--- src/hw/pcrm_pkg.sv ---
// Constants, register map and state types of the power, clock-rate and reset manager.
package pcrm_pkg;

  // Register offsets.
  localparam logic [3:0] OFS_PMR   = 4'h0;
  localparam logic [3:0] OFS_POWER_CONTROL_REGISTER  = 4'h1;
  localparam logic [3:0] OFS_AUX   = 4'h2;
  localparam logic [3:0] OFS_WDCTL = 4'h3;

  // Field positions.
  localparam int PMR_SEL_LO = 6;
  localparam int PMR_SEL_HI = 7;
  localparam int PMR_SWB_EN = 5;
  localparam int POWER_CONTROL_REGISTER_PDOWN = 1;
  localparam int AUX_SWRST  = 3;
  localparam int WD_RUN     = 7;
  localparam int WD_PWRON   = 6;
  localparam int WD_TSEL_LO = 4;
  localparam int WD_IRQF    = 3;
  localparam int WD_RSTF    = 2;
  localparam int WD_RSTEN   = 1;
  localparam int WD_CLEAR   = 0;

  // Clock-rate selections and clocks per machine cycle.
  localparam logic [1:0] SEL_FAST = 2'b00;
  localparam logic [1:0] SEL_MID  = 2'b10;
  localparam logic [1:0] SEL_SLOW = 2'b11;
  localparam int         DIV_FAST = 4;
  localparam int         DIV_MID  = 64;
  localparam int         DIV_SLOW = 1024;

  // Cycle counts.
  localparam int         WDT_DELAY_CLK = 512;
  localparam logic [1:0] RST_HOLD_MC   = 2'd2;
  localparam logic [1:0] EXT_QUAL_MC   = 2'd2;

  // Values after reset.
  localparam logic [15:0] RESET_PC = 16'h0000;
  localparam logic [7:0]  RESET_SP = 8'h07;

  // Operating mode, one-hot.
  typedef enum logic [2:0] {
    MODE_RUN   = 3'b001,
    MODE_PDREQ = 3'b010,
    MODE_PD    = 3'b100
  } pcrm_mode_type;

  // Whole state of the block.
  typedef struct packed {
    logic [2:0]    ext_s;
    logic [2:0]    bo_s;
    logic [2:0]    rxd_s;
    logic [2:0]    ei0_s;
    logic [2:0]    ei1_s;
    logic          ext_f;
    logic          bo_f;
    logic          rxd_f;
    logic [1:0]    ei_f;
    pcrm_mode_type mode;
    logic [9:0]    pcnt;
    logic          mce;
    logic [1:0]    div_sel;
    logic [1:0]    pend_sel;
    logic          pend_valid;
    logic          pend_age;
    logic          switchback_enable;
    logic [1:0]    ext_hi;
    logic [1:0]    rst_mc;
    logic          core_rst;
    logic          wd_arm;
    logic [9:0]    wd_cnt;
    logic          wd_run;
    logic          wd_pwron;
    logic [1:0]    wd_tsel;
    logic          wd_if;
    logic          wd_rf;
    logic          wd_rsten;
    logic          ale;
    logic          program_store_strobe;
    logic [15:0]   pc_init;
    logic [7:0]    sp_init;
    logic [7:0]    rdata;
  } pcrm_state_type;

endpackage : pcrm_pkg

--- src/hw/pcrm_top.sv ---
// Power, clock-rate and reset manager of the microcontroller core.
//
// Strobed register access and the register addresses were chosen for this implementation.
`timescale 1ns/1ps

// Overview of operation
// - Machine cycle is 4 clocks by default, 64 or 1024 in economy mode.
// - High select 0 gives 4; high 1 with low 0 gives 64, with low 1 gives 1024.
// - A new rate applies only after one full machine cycle since the write.
// - Peripherals run on the same machine-cycle enable as the core; the watchdog grace delay counts clocks.
// - With switchback on, serial, I2C or external interrupt events force divide-by-4.
// - Receive start-bit fall or transmit buffer write triggers switchback.
// - An I2C start condition triggers switchback.
// - Rate writes are ignored while switchback is on and serial traffic runs.
// - Every reset source forces divide-by-4.
// - Power-down bit write halts all clocks after the current instruction.
// - In power-down the latch and program strobes are low, ports hold.
// - External reset pin high ends power-down and restarts at address zero.
// - Wake sources: external, keyboard, brownout, watchdog interrupt when internally clocked.
// - External pin wakes only when enabled, globally enabled and level-sensitive.
// - Reset pin sampled each machine cycle; two highs assert, release two cycles late.
// - Power-on reset sets the power-on flag; software should clear it.
// - Watchdog timeout sets its flag; 512 clocks later reset two machine cycles.
// - Timed-access write of the auxiliary reset bit resets the whole system.
// - Reset loads program counter zero, stack pointer 07h; power-on stops watchdog.
// - Watchdog control reset value depends on the reset source.
// - Watchdog control bits 7 to 1 readable, clear bit reads zero; protected bits need timed access to write.
module pcrm_top (
  // Clock and reset.
  input  wire logic        CLK_SYS_I,
  input  wire logic        RST_N_I,
  // Register port.
  input  wire logic [3:0]  ADDR_I,
  input  wire logic [7:0]  WDATA_I,
  input  wire logic        WR_I,
  input  wire logic        RD_I,
  output logic      [7:0]  RDATA_O,
  input  wire logic        TIMED_OK_I,
  // Reset sources.
  input  wire logic        EXT_RST_I,
  input  wire logic        BROWNOUT_I,
  // Switchback sources.
  input  wire logic        UART_RXD_I,
  input  wire logic        UART_RX_EN_I,
  input  wire logic        UART_TX_WR_I,
  input  wire logic        UART_BUSY_I,
  input  wire logic        I2C_START_I,
  input  wire logic        I2C_BUSY_I,
  input  wire logic        EXT_INT_ACK_I,
  // Wake sources.
  input  wire logic [1:0]  EXT_INT_N_I,
  input  wire logic [1:0]  EXT_INT_EN_I,
  input  wire logic [1:0]  EXT_INT_LEVEL_I,
  input  wire logic        GLOBAL_INT_EN_I,
  input  wire logic        KBD_INT_I,
  input  wire logic        WDT_TIMEOUT_I,
  input  wire logic        WDT_CLK_SEL_I,
  // Core strobes.
  input  wire logic        ADDR_LATCH_I,
  input  wire logic        PROG_STROBE_I,
  // Outputs to core and peripherals.
  output logic             MCYCLE_EN_O,
  output logic             CORE_RST_O,
  output logic             POWER_DOWN_O,
  output logic             ADDR_LATCH_O,
  output logic             PROG_STROBE_O,
  output logic             WDT_RUN_O,
  output logic      [1:0]  WDT_TSEL_O,
  output logic             WDT_IRQ_O,
  output logic      [15:0] RST_PC_O,
  output logic      [7:0]  RST_SP_O
);

  localparam logic [9:0] LIM_FAST = 10'(pcrm_pkg::DIV_FAST - 1);
  localparam logic [9:0] LIM_MID  = 10'(pcrm_pkg::DIV_MID - 1);
  localparam logic [9:0] LIM_SLOW = 10'(pcrm_pkg::DIV_SLOW - 1);
  localparam logic [9:0] WD_LOAD  = 10'(pcrm_pkg::WDT_DELAY_CLK - 1);

  pcrm_pkg::pcrm_state_type st;
  pcrm_pkg::pcrm_state_type nx;
  logic       swb_evt;
  logic       ser_busy;
  logic       wake;
  logic       wd_fire;
  logic       sw_rst;
  logic       wr_pmr;
  logic       wr_wd;
  logic [9:0] lim;

  ////////////////////////////////////////////////////////////////////////////////
  // Next-state logic.
  always_comb
  begin
    nx = st;
    // Three-stage pin synchronisers; a change counts once stages two and three agree.
    nx.ext_s = {st.ext_s[1:0], EXT_RST_I};
    nx.bo_s  = {st.bo_s[1:0], BROWNOUT_I};
    nx.rxd_s = {st.rxd_s[1:0], UART_RXD_I};
    nx.ei0_s = {st.ei0_s[1:0], EXT_INT_N_I[0]};
    nx.ei1_s = {st.ei1_s[1:0], EXT_INT_N_I[1]};
    if (st.ext_s[1] == st.ext_s[2])
      nx.ext_f = st.ext_s[2];
    if (st.bo_s[1] == st.bo_s[2])
      nx.bo_f = st.bo_s[2];
    if (st.rxd_s[1] == st.rxd_s[2])
      nx.rxd_f = st.rxd_s[2];
    if (st.ei0_s[1] == st.ei0_s[2])
      nx.ei_f[0] = st.ei0_s[2];
    if (st.ei1_s[1] == st.ei1_s[2])
      nx.ei_f[1] = st.ei1_s[2];

    wr_pmr   = WR_I && !st.core_rst && (ADDR_I == pcrm_pkg::OFS_PMR);
    wr_wd    = WR_I && !st.core_rst && (ADDR_I == pcrm_pkg::OFS_WDCTL);
    ser_busy = st.switchback_enable && (UART_BUSY_I || I2C_BUSY_I);
    swb_evt  = st.switchback_enable && ((UART_RX_EN_I && st.rxd_f && !nx.rxd_f) || UART_TX_WR_I
               || I2C_START_I || EXT_INT_ACK_I);
    wake = (GLOBAL_INT_EN_I && |(EXT_INT_EN_I & EXT_INT_LEVEL_I & ~st.ei_f))
           || KBD_INT_I || (WDT_TIMEOUT_I && !WDT_CLK_SEL_I);

    case (st.div_sel)
      pcrm_pkg::SEL_MID:  lim = LIM_MID;
      pcrm_pkg::SEL_SLOW: lim = LIM_SLOW;
      default:            lim = LIM_FAST;
    endcase

    // Shared enable for core and peripherals.
    nx.mce = 1'b0;
    if (!st.mode[2])
    begin
      if (st.pcnt >= lim)
      begin
        nx.pcnt = 10'h000;
        nx.mce  = 1'b1;
      end
      else
        nx.pcnt = st.pcnt + 10'h001;
    end

    // Apply the pending rate one machine cycle late.
    if (nx.mce && st.pend_valid)
    begin
      if (st.pend_age)
      begin
        nx.div_sel    = st.pend_sel;
        nx.pend_valid = 1'b0;
      end
      else
        nx.pend_age = 1'b1;
    end
    if (wr_pmr)
    begin
      nx.switchback_enable = WDATA_I[pcrm_pkg::PMR_SWB_EN];
      if (!ser_busy)
      begin
        nx.pend_sel   = {WDATA_I[pcrm_pkg::PMR_SEL_HI], WDATA_I[pcrm_pkg::PMR_SEL_LO]};
        nx.pend_valid = 1'b1;
        nx.pend_age   = 1'b0;
      end
    end
    if (swb_evt)
    begin
      nx.div_sel    = pcrm_pkg::SEL_FAST;
      nx.pend_valid = 1'b0;
    end
    // Power-down entry at the end of the instruction.
    // Reset pin or brownout ends power-down.
    case (st.mode)
      pcrm_pkg::MODE_RUN:
        if (WR_I && !st.core_rst && (ADDR_I == pcrm_pkg::OFS_POWER_CONTROL_REGISTER)
            && WDATA_I[pcrm_pkg::POWER_CONTROL_REGISTER_PDOWN])
          nx.mode = pcrm_pkg::MODE_PDREQ;
      pcrm_pkg::MODE_PDREQ:
        if (st.mce) // Enter after the closing pulse, so no pulse shows in power-down.
          nx.mode = pcrm_pkg::MODE_PD;
      pcrm_pkg::MODE_PD:
        if (wake || st.ext_f || st.bo_f)
          nx.mode = pcrm_pkg::MODE_RUN;
      default:
        nx.mode = pcrm_pkg::MODE_RUN;
    endcase

    // Free bits writable, protected bits need timed access.
    if (wr_wd)
    begin
      nx.wd_tsel = WDATA_I[pcrm_pkg::WD_TSEL_LO +: 2];
      nx.wd_rf   = WDATA_I[pcrm_pkg::WD_RSTF];
      if (TIMED_OK_I)
      begin
        nx.wd_run   = WDATA_I[pcrm_pkg::WD_RUN];
        nx.wd_pwron = WDATA_I[pcrm_pkg::WD_PWRON];
        nx.wd_rsten = WDATA_I[pcrm_pkg::WD_RSTEN];
        nx.wd_if    = WDATA_I[pcrm_pkg::WD_IRQF];
        if (WDATA_I[pcrm_pkg::WD_CLEAR])
          nx.wd_arm = 1'b0;
      end
    end

    // Timeout flag, then reset after the grace delay unless cleared.
    wd_fire = 1'b0;
    if (st.wd_arm && !st.mode[2] && nx.wd_arm)
    begin
      if (st.wd_cnt == 10'h000)
      begin
        nx.wd_arm = 1'b0;
        wd_fire   = 1'b1;
      end
      else
        nx.wd_cnt = st.wd_cnt - 10'h001;
    end
    if (WDT_TIMEOUT_I)
    begin
      nx.wd_if = 1'b1;
      if (st.wd_rsten && !st.wd_arm)
      begin
        nx.wd_arm = 1'b1;
        nx.wd_cnt = WD_LOAD;
      end
    end
    sw_rst = WR_I && !st.core_rst && TIMED_OK_I && (ADDR_I == pcrm_pkg::OFS_AUX)
             && WDATA_I[pcrm_pkg::AUX_SWRST];
    // Reset pin sampled once per machine cycle.
    if (st.mce)
    begin
      if (!st.ext_f)
        nx.ext_hi = 2'd0;
      else if (st.ext_hi != pcrm_pkg::EXT_QUAL_MC)
        nx.ext_hi = st.ext_hi + 2'd1;
    end
    // A fresh reset starts mid machine cycle; one extra pulse keeps two whole cycles.
    if ((st.ext_hi == pcrm_pkg::EXT_QUAL_MC) || st.bo_f || wd_fire || sw_rst)
      nx.rst_mc = (st.rst_mc == 2'd0) ? 2'(pcrm_pkg::RST_HOLD_MC + 2'd1)
                                      : pcrm_pkg::RST_HOLD_MC;
    else if (st.mce && (st.rst_mc != 2'd0))
      nx.rst_mc = st.rst_mc - 2'd1;
    nx.core_rst = (nx.rst_mc != 2'd0);
    // Watchdog reset sets its cause flag.
    if (wd_fire)
      nx.wd_rf = 1'b1;
    // Every reset forces the fast rate.
    if (nx.core_rst)
    begin
      nx.div_sel    = pcrm_pkg::SEL_FAST;
      nx.pend_valid = 1'b0;
      nx.switchback_enable        = 1'b0;
      nx.mode       = pcrm_pkg::MODE_RUN;
      nx.wd_run     = 1'b0;
      nx.wd_if      = 1'b0;
      nx.wd_rsten   = 1'b0;
      nx.wd_arm     = 1'b0;
      nx.pc_init    = pcrm_pkg::RESET_PC;
      nx.sp_init    = pcrm_pkg::RESET_SP;
    end

    nx.ale  = ADDR_LATCH_I && !nx.mode[2];
    nx.program_store_strobe = PROG_STROBE_I && !nx.mode[2];

    // Read data stand one cycle after the strobe; unmapped reads give zero.
    nx.rdata = 8'h00;
    if (RD_I)
    begin
      case (ADDR_I)
        pcrm_pkg::OFS_PMR:   nx.rdata = {st.div_sel, st.switchback_enable, 5'h00};
        pcrm_pkg::OFS_POWER_CONTROL_REGISTER:  nx.rdata = {6'h00, !st.mode[0], 1'b0};
        pcrm_pkg::OFS_WDCTL: nx.rdata = {st.wd_run, st.wd_pwron, st.wd_tsel, st.wd_if,
                                         st.wd_rf, st.wd_rsten, 1'b0};
        default:             nx.rdata = 8'h00;
      endcase
    end
  end

  ////////////////////////////////////////////////////////////////////////////////
  // State register; power-on reset.
  always_ff @(posedge CLK_SYS_I)
  begin
    if (!RST_N_I)
    begin
      st          <= '0;
      st.mode     <= pcrm_pkg::MODE_RUN;
      st.rst_mc   <= pcrm_pkg::RST_HOLD_MC;
      st.core_rst <= 1'b1;
      st.wd_pwron <= 1'b1;
      st.pc_init  <= pcrm_pkg::RESET_PC;
      st.sp_init  <= pcrm_pkg::RESET_SP;
    end
    else
      st <= nx;
  end

  // Outputs straight from the state register.
  assign RDATA_O       = st.rdata;
  assign MCYCLE_EN_O   = st.mce;
  assign CORE_RST_O    = st.core_rst;
  assign POWER_DOWN_O  = st.mode[2];
  assign ADDR_LATCH_O  = st.ale;
  assign PROG_STROBE_O = st.program_store_strobe;
  assign WDT_RUN_O     = st.wd_run;
  assign WDT_TSEL_O    = st.wd_tsel;
  assign WDT_IRQ_O     = st.wd_if;
  assign RST_PC_O      = st.pc_init;
  assign RST_SP_O      = st.sp_init;
endmodule : pcrm_top

--- config.mk ---
export PLATFORM = sky130hd
export DESIGN_NAME = pcrm_top
export DESIGN_NICKNAME = d
export VERILOG_FILES = /design/src/hw/pcrm_pkg.sv /design/src/hw/pcrm_top.sv
export SDC_FILE = /design/constraint.sdc
export NUM_CORES = 1
export LEC_CHECK = 0
export BUFFER_PORTS_ARGS = -buffer_cell sky130_fd_sc_hd__buf_2
export CORE_MARGIN = 8
export CORE_UTILIZATION = 45
export DETAILED_ROUTE_END_ITERATION = 10
export GPL_ROUTABILITY_DRIVEN = 0
export PLACE_DENSITY = 0.69
export SYNTH_ARGS = -nofsm -noshare
export SYNTH_HDL_FRONTEND = slang
export SYNTH_SLANG_ARGS = --single-unit
--- constraint.sdc ---
create_clock -name CLK_SYS_I -period 2.3 [get_ports CLK_SYS_I]
set_clock_uncertainty 0.05 [all_clocks]
set_input_delay 0.23 -clock CLK_SYS_I [delete_from_list [all_inputs] [get_ports CLK_SYS_I]]
set_output_delay 0.23 -clock CLK_SYS_I [all_outputs]
set_load 0.005 [all_outputs]
== Word level (Yosys, flattened, before mapping) ==
Index checks and enable logic that the tools add are counted.
Word-level totals
  word-level logic and storage cells: 154
  register bits after elaboration: 74
Cells by class
  $add $sub $neg: 4
  multiplexer cells: 35
  reduce and logical (&&, ||, !) cells: 57
  bitwise operators: 5
  eq/ne operators: 19
  $lt $le $gt $ge: 1
Operators by type and width (number)
  2-to-1 mux 11 bit: 3
  case mux 8 bit (3 select lines): 1
  logical AND 1 bit: 21
  2-to-1 mux 10 bit: 2
  case mux 10 bit (2 select lines): 1
  2-to-1 mux 3 bit: 6
  2-to-1 mux 1 bit: 15
  2-to-1 mux 2 bit: 6
  AND reduction 2 bit: 6
  logical OR 1 bit: 11
  adder 10 x 1 -> 10 bit, second input constant: 1
  >= comparator 10 bit: 1
  zero test 10 bit: 1
  nonzero test 2 bit: 5
  subtractor 10 x 1 -> 10 bit, second input constant: 1
  case mux 3 bit (3 select lines): 1
  equality test 4 x 2 -> 1 bit, second input constant: 2
  inequality test 2 bit, second input constant: 4
  zero test 1 bit: 7
  equality test 2 bit, second input constant: 3
  equality test 1 bit: 5
  AND 2 bit: 2
  equality test 4 x 1 -> 1 bit, second input constant: 1
  zero test 4 bit: 1
  12 further kinds: 14

== Depth between registers and ports, before layout ==
  depth in word-level cells: 13
  mapped depth: 8
  mapped depth without buffers: 7

== Worst setup path before layout ==
No wires, ideal clock.
  kind: register to register
  from: register st[44] (netlist name)
  to: register st[42] (netlist name)
  arrival: 2.065 ns
  buffers on the path: 1
  path slack: 0.115 ns
  cell stages (with the launch flop): 7
  clock period less this slack: 2.185 ns
  path through: dfxtp_1 > or4_4 > or4_4 > buf_6 > nand2_2 > mux2_2 > a21oi_1
Between the ends
  cells in the longest elaborated chain, start to end: 5
RTL lines
  start, declared: line pcrm_top.sv:79  | pcrm_pkg::pcrm_state_type st;
  start signal, assigned: line pcrm_top.sv:286  | st <= nx;
  zero test 10 bit *: line pcrm_top.sv:202  | if (st.wd_cnt == 10'h000)
  2-to-1 mux 10 bit *: line pcrm_top.sv:202
  2-to-1 mux 11 bit *: line pcrm_top.sv:200  | if (st.wd_arm && !st.mode[2] && nx.wd_arm)
  2-to-1 mux 11 bit: line pcrm_top.sv:213  | if (st.wd_rsten && !st.wd_arm)
  2-to-1 mux 11 bit *: line pcrm_top.sv:210  | if (WDT_TIMEOUT_I)
Mark *: on every way between the ends. The rest lies on a longest branch, timed or not.
A chain may end at the register's enable or synchronous reset.

== Worst setup path in the final report ==
  from: register st[46] (netlist name)
  to: register st[42] (netlist name)
The elaborated chain is that of the path after synthesis.

==> summary.txt <==
Status
  – Status: complete, no violations

STA
  – Final setup vio count: 0
  – Fmax: 459 MHz
  – Final worst setup slack: 0.120 ns
  – Final period util: 94.8%
  – Hold Vio Cnt, Final: 0
  – RSZ-0062 raised after global routing: no
  – Slew Limit Fails: 0
  – Slew Limit Headroom: 46.1%
  – Final hold slack: 0.0353 ns
  – Crit path time final: 2.18 ns
  – Setup TNS: 0 ns
  – Worst-Margin Slew: 0.808 ns

Detailed routing
  – DR pass1 iterations: 4
  – DR iter-0 viols: 131
  – Drt total wl: 7170 um
  – Vias after detailed routing: 2,662
  – Post-route ant nets: 0
  – Wire per inst: 13.5 um
  – Post-DR vias/cell: 5.00
  – Post-route DRC: 0

Clocking
  – CTS tree: yes
  – Clock buffer depth: 2
  – Num CTS Buffers: 9
  – Clk root buf: clkbuf_8
  – Clk_lat worst skew: 0.34 ns
  – Clk slew on worst S/H paths: 0.08 ns
  – Post-CTS Hold Buffers: 0
  – Resized cells post-CTS: 0
  – Sink Count: 73
  – # H-tree levels: 3
  – Setup bufs post-CTS: 0

Place
  – Dpl ws: 0.136 ns
  – Post-DP HPWL: 5300 um
  – Post-DP Area: 3550 sq um
  – Placed insts: 517
  – Input/output buffers: 53

Global routing
  – GRT Total Usage: 13.9%
  – First-pass GRT wire length: 11,400 um
  – Antenna violations before repair: 0
  – Grt total ovfl: 0
  – Largest net degree at the start of global routing: 24
  – Vias in the first global route: 2,491

Final layout
  – Final instance area: 3750 sq um
  – Most common cell after layout, fill and taps aside: dfxtp_1
  – Fin cells: 532
  – Fraction of layout cells with a size suffix above 1: 19.4%
  – Nets: 475
  – Commonest cells after routing, fill and taps aside: dfxtp_1, buf_2, nand2_1, nor2_1, a21oi_1
  – Diodes inserted: 0
  – Final core occ: 51.9%
  – Area growth from synthesis to layout: 12.9%

Critical path
  – Largest delay share family, worst path: simple AND/OR/NAND/NOR gates
  – Buf/Inv on CP: 0
  – CP max-delay cell: or4_4
  – Crit. End Element: flop
  – Crit Reg-Reg Startpoint: st[46]
  – Most frequent CP cell: or4_4
  – R2R depth: 5
  – Critical Path RT: 2.51 ns
  – CP max stage delay: 0.58 ns
  – RR Endpoint: st[42]
  – Worst-path cell chain: or4_4, or4_4, nand2_2, mux2_2, a21oi_1
  – Critical Path Fanout Max: 7
  – R2R Setup Slk: 0.12 ns
  – Crit path DAT: 2.40 ns
  – Startpoint type of the worst setup path: flop
  – Crit path kind: flop to flop

Yosys
  – Largest cells by area after synthesis: dfxtp_1, buf_4, a21oi_1, nand2_1, nor2_1
  – FFs w/ async S/R, synth: 0%
  – Largest family of logic cells by synthesized area: simple AND/OR/NAND/NOR gates
  – Avg Cell Area, Syn: 8.78 sq um
  – Synth Area in Adders: 3.02%
  – Yosys synthesis warning count: 0
  – Post-Synth Simple-Gate Area: 23.7%
  – Mux cell area share after synthesis: 2.75%
  – Post-synthesis sequential area ratio: 44.0%
  – Number of synthesized flops with an enable pin: 0
  – Post-synthesis cell count: 378
  – XOR/XNOR share of the synthesized area: 3.96%
  – Largest area contributor in the netlist: dfxtp_1
  – Cell variety after synth: 51
  – Primary FF master, synth: dfxtp_1
  – Post-synthesis cell area: 3320 sq um
  – Synth Area in Compound Gates: 12.3%
  – Top-area cell type share of the netlist area: 44.0%
  – FF+latch count, synth: 73

Floorplan
  – Std-Cell Core Area: 7210 sq um
  – Die height: 102 um
  – Starting density of the core: 46.0%
  – IO Pins: 79
  – Die Span X: 102 um
  – Die area: 10,400 sq um
  – Row count: 31

Worst hold path
  – Hold-critical path depth: 2
  – Hold WC Path Type: input pin to flop
  – Hold Path End: nx[93]
  – Hold path start: BROWNOUT_I

Power and ir drop
  – Pwr dens: 678 nW/um^2
  – Comb pwr share: 8.3%
  – Peak supply drop: 0.000324 V
  – Pint: 1.94 mW
  – NetSw: 0.601 mW
  – Sequential share of power: 52.1%
  – Switching share of power: 23.7%
  – Cell leakage power: 1.61 nW
  – Clk pwr share: 39.6%
  – Overall power: 2.54 mW

Job
  – MaxCap Viol Count: 0
## worst reg2reg max path: stages (launching register included)
cell and delay (ns):
dfxtp_1 0.34, or4_4 0.55, or4_4 0.58, nand2_2 0.12, mux2_2 0.33, a21oi_1 0.13
## cell families after synthesis
family | Yosys count
compound gates | 68
xor+xnor | 15
fa+ha+maj | 8
buf+inv | 53
flops | 73
mux | 9
other cells | 2
simple gates | 150
## cell usage after synthesis, types with 2 or more instances
library cell	count
and2_1	21
o21ai_0	14
a22oi_1	4
nor3_1	3
nor2_1	36
mux2i_1	8
nand3_1	20
o2111ai_1	2
and3_1	2
or4_4	2
clkbuf_1	7
a31oi_1	2
a21oi_1	33
xnor2_1	6
buf_4	34
nor4_1	6
nor2b_1	2
nand4_1	5
ha_1	8
and4_1	2
dfxtp_1	73
nand2b_1	4
conb_1	2
nand2_1	36
o21bai_1	2
and4b_1	2
inv_1	10
xor2_1	9
## worst max path at each step
stage / start / to / slack, ns / cells past startpoint
final: st[46] / st[42] / 0.12 / 5
after global routing: st[41] / st[75] / 0.05 / 7
after CTS: st[46] / st[42] / 0.12 / 5
after detailed placement: st[46] / st[42] / 0.14 / 5
after global placement: st[46] / st[42] / 0.16 / 5
after floorplan: st[44] / st[42] / 0.11 / 6
## registers in the layout, summed over array words and instances (netlist names)
| signal | cells |
|---|---|
| POWER_DOWN_O | 1 |
| WDT_RUN_O | 1 |
| WDT_TSEL_O | 2 |
| CORE_RST_O | 1 |
| st | 47 |
| PROG_STROBE_O | 1 |
| WDT_IRQ_O | 1 |
| ADDR_LATCH_O | 1 |
| RDATA_O | 7 |
| nx | 10 |
| MCYCLE_EN_O | 1 |
## metal layers
layer | global-route usage (%) | share of wire (%) | wire, um
met3 | 3.88 | 9.8 | 705
met5 | 0 | 0 | 0
met1 | 17.7 | 46 | 3290
met2 | 21.1 | 43 | 3070
met4 | 7.22 | 1.4 | 97
## power by group through the flow
stage / logic, mW / registers (mW) / clock network [mW]
2_1_floorplan: 0.157 / 1.35 / 0
3_3_place_gp: 0.203 / 1.35 / 0
3_5_place_dp: 0.207 / 1.35 / 0
4_1_cts: 0.210 / 1.32 / 1.03
5_1_grt: 0.238 / 1.33 / 1.08
6_report: 0.210 / 1.32 / 1.01
## cell type report
cell class | instances | area [sq um]
well taps | 99 | 124
clock buffers | 12 | 155
flip-flops and latches | 73 | 1460
fillers | 708 | 3470
clock inverters | 3 | 40.0
multi-input cells | 275 | 1610
repair buffers | 60 | 318
inverters | 10 | 37.5
No activity file was read; power rests on OpenSTA's default activity.
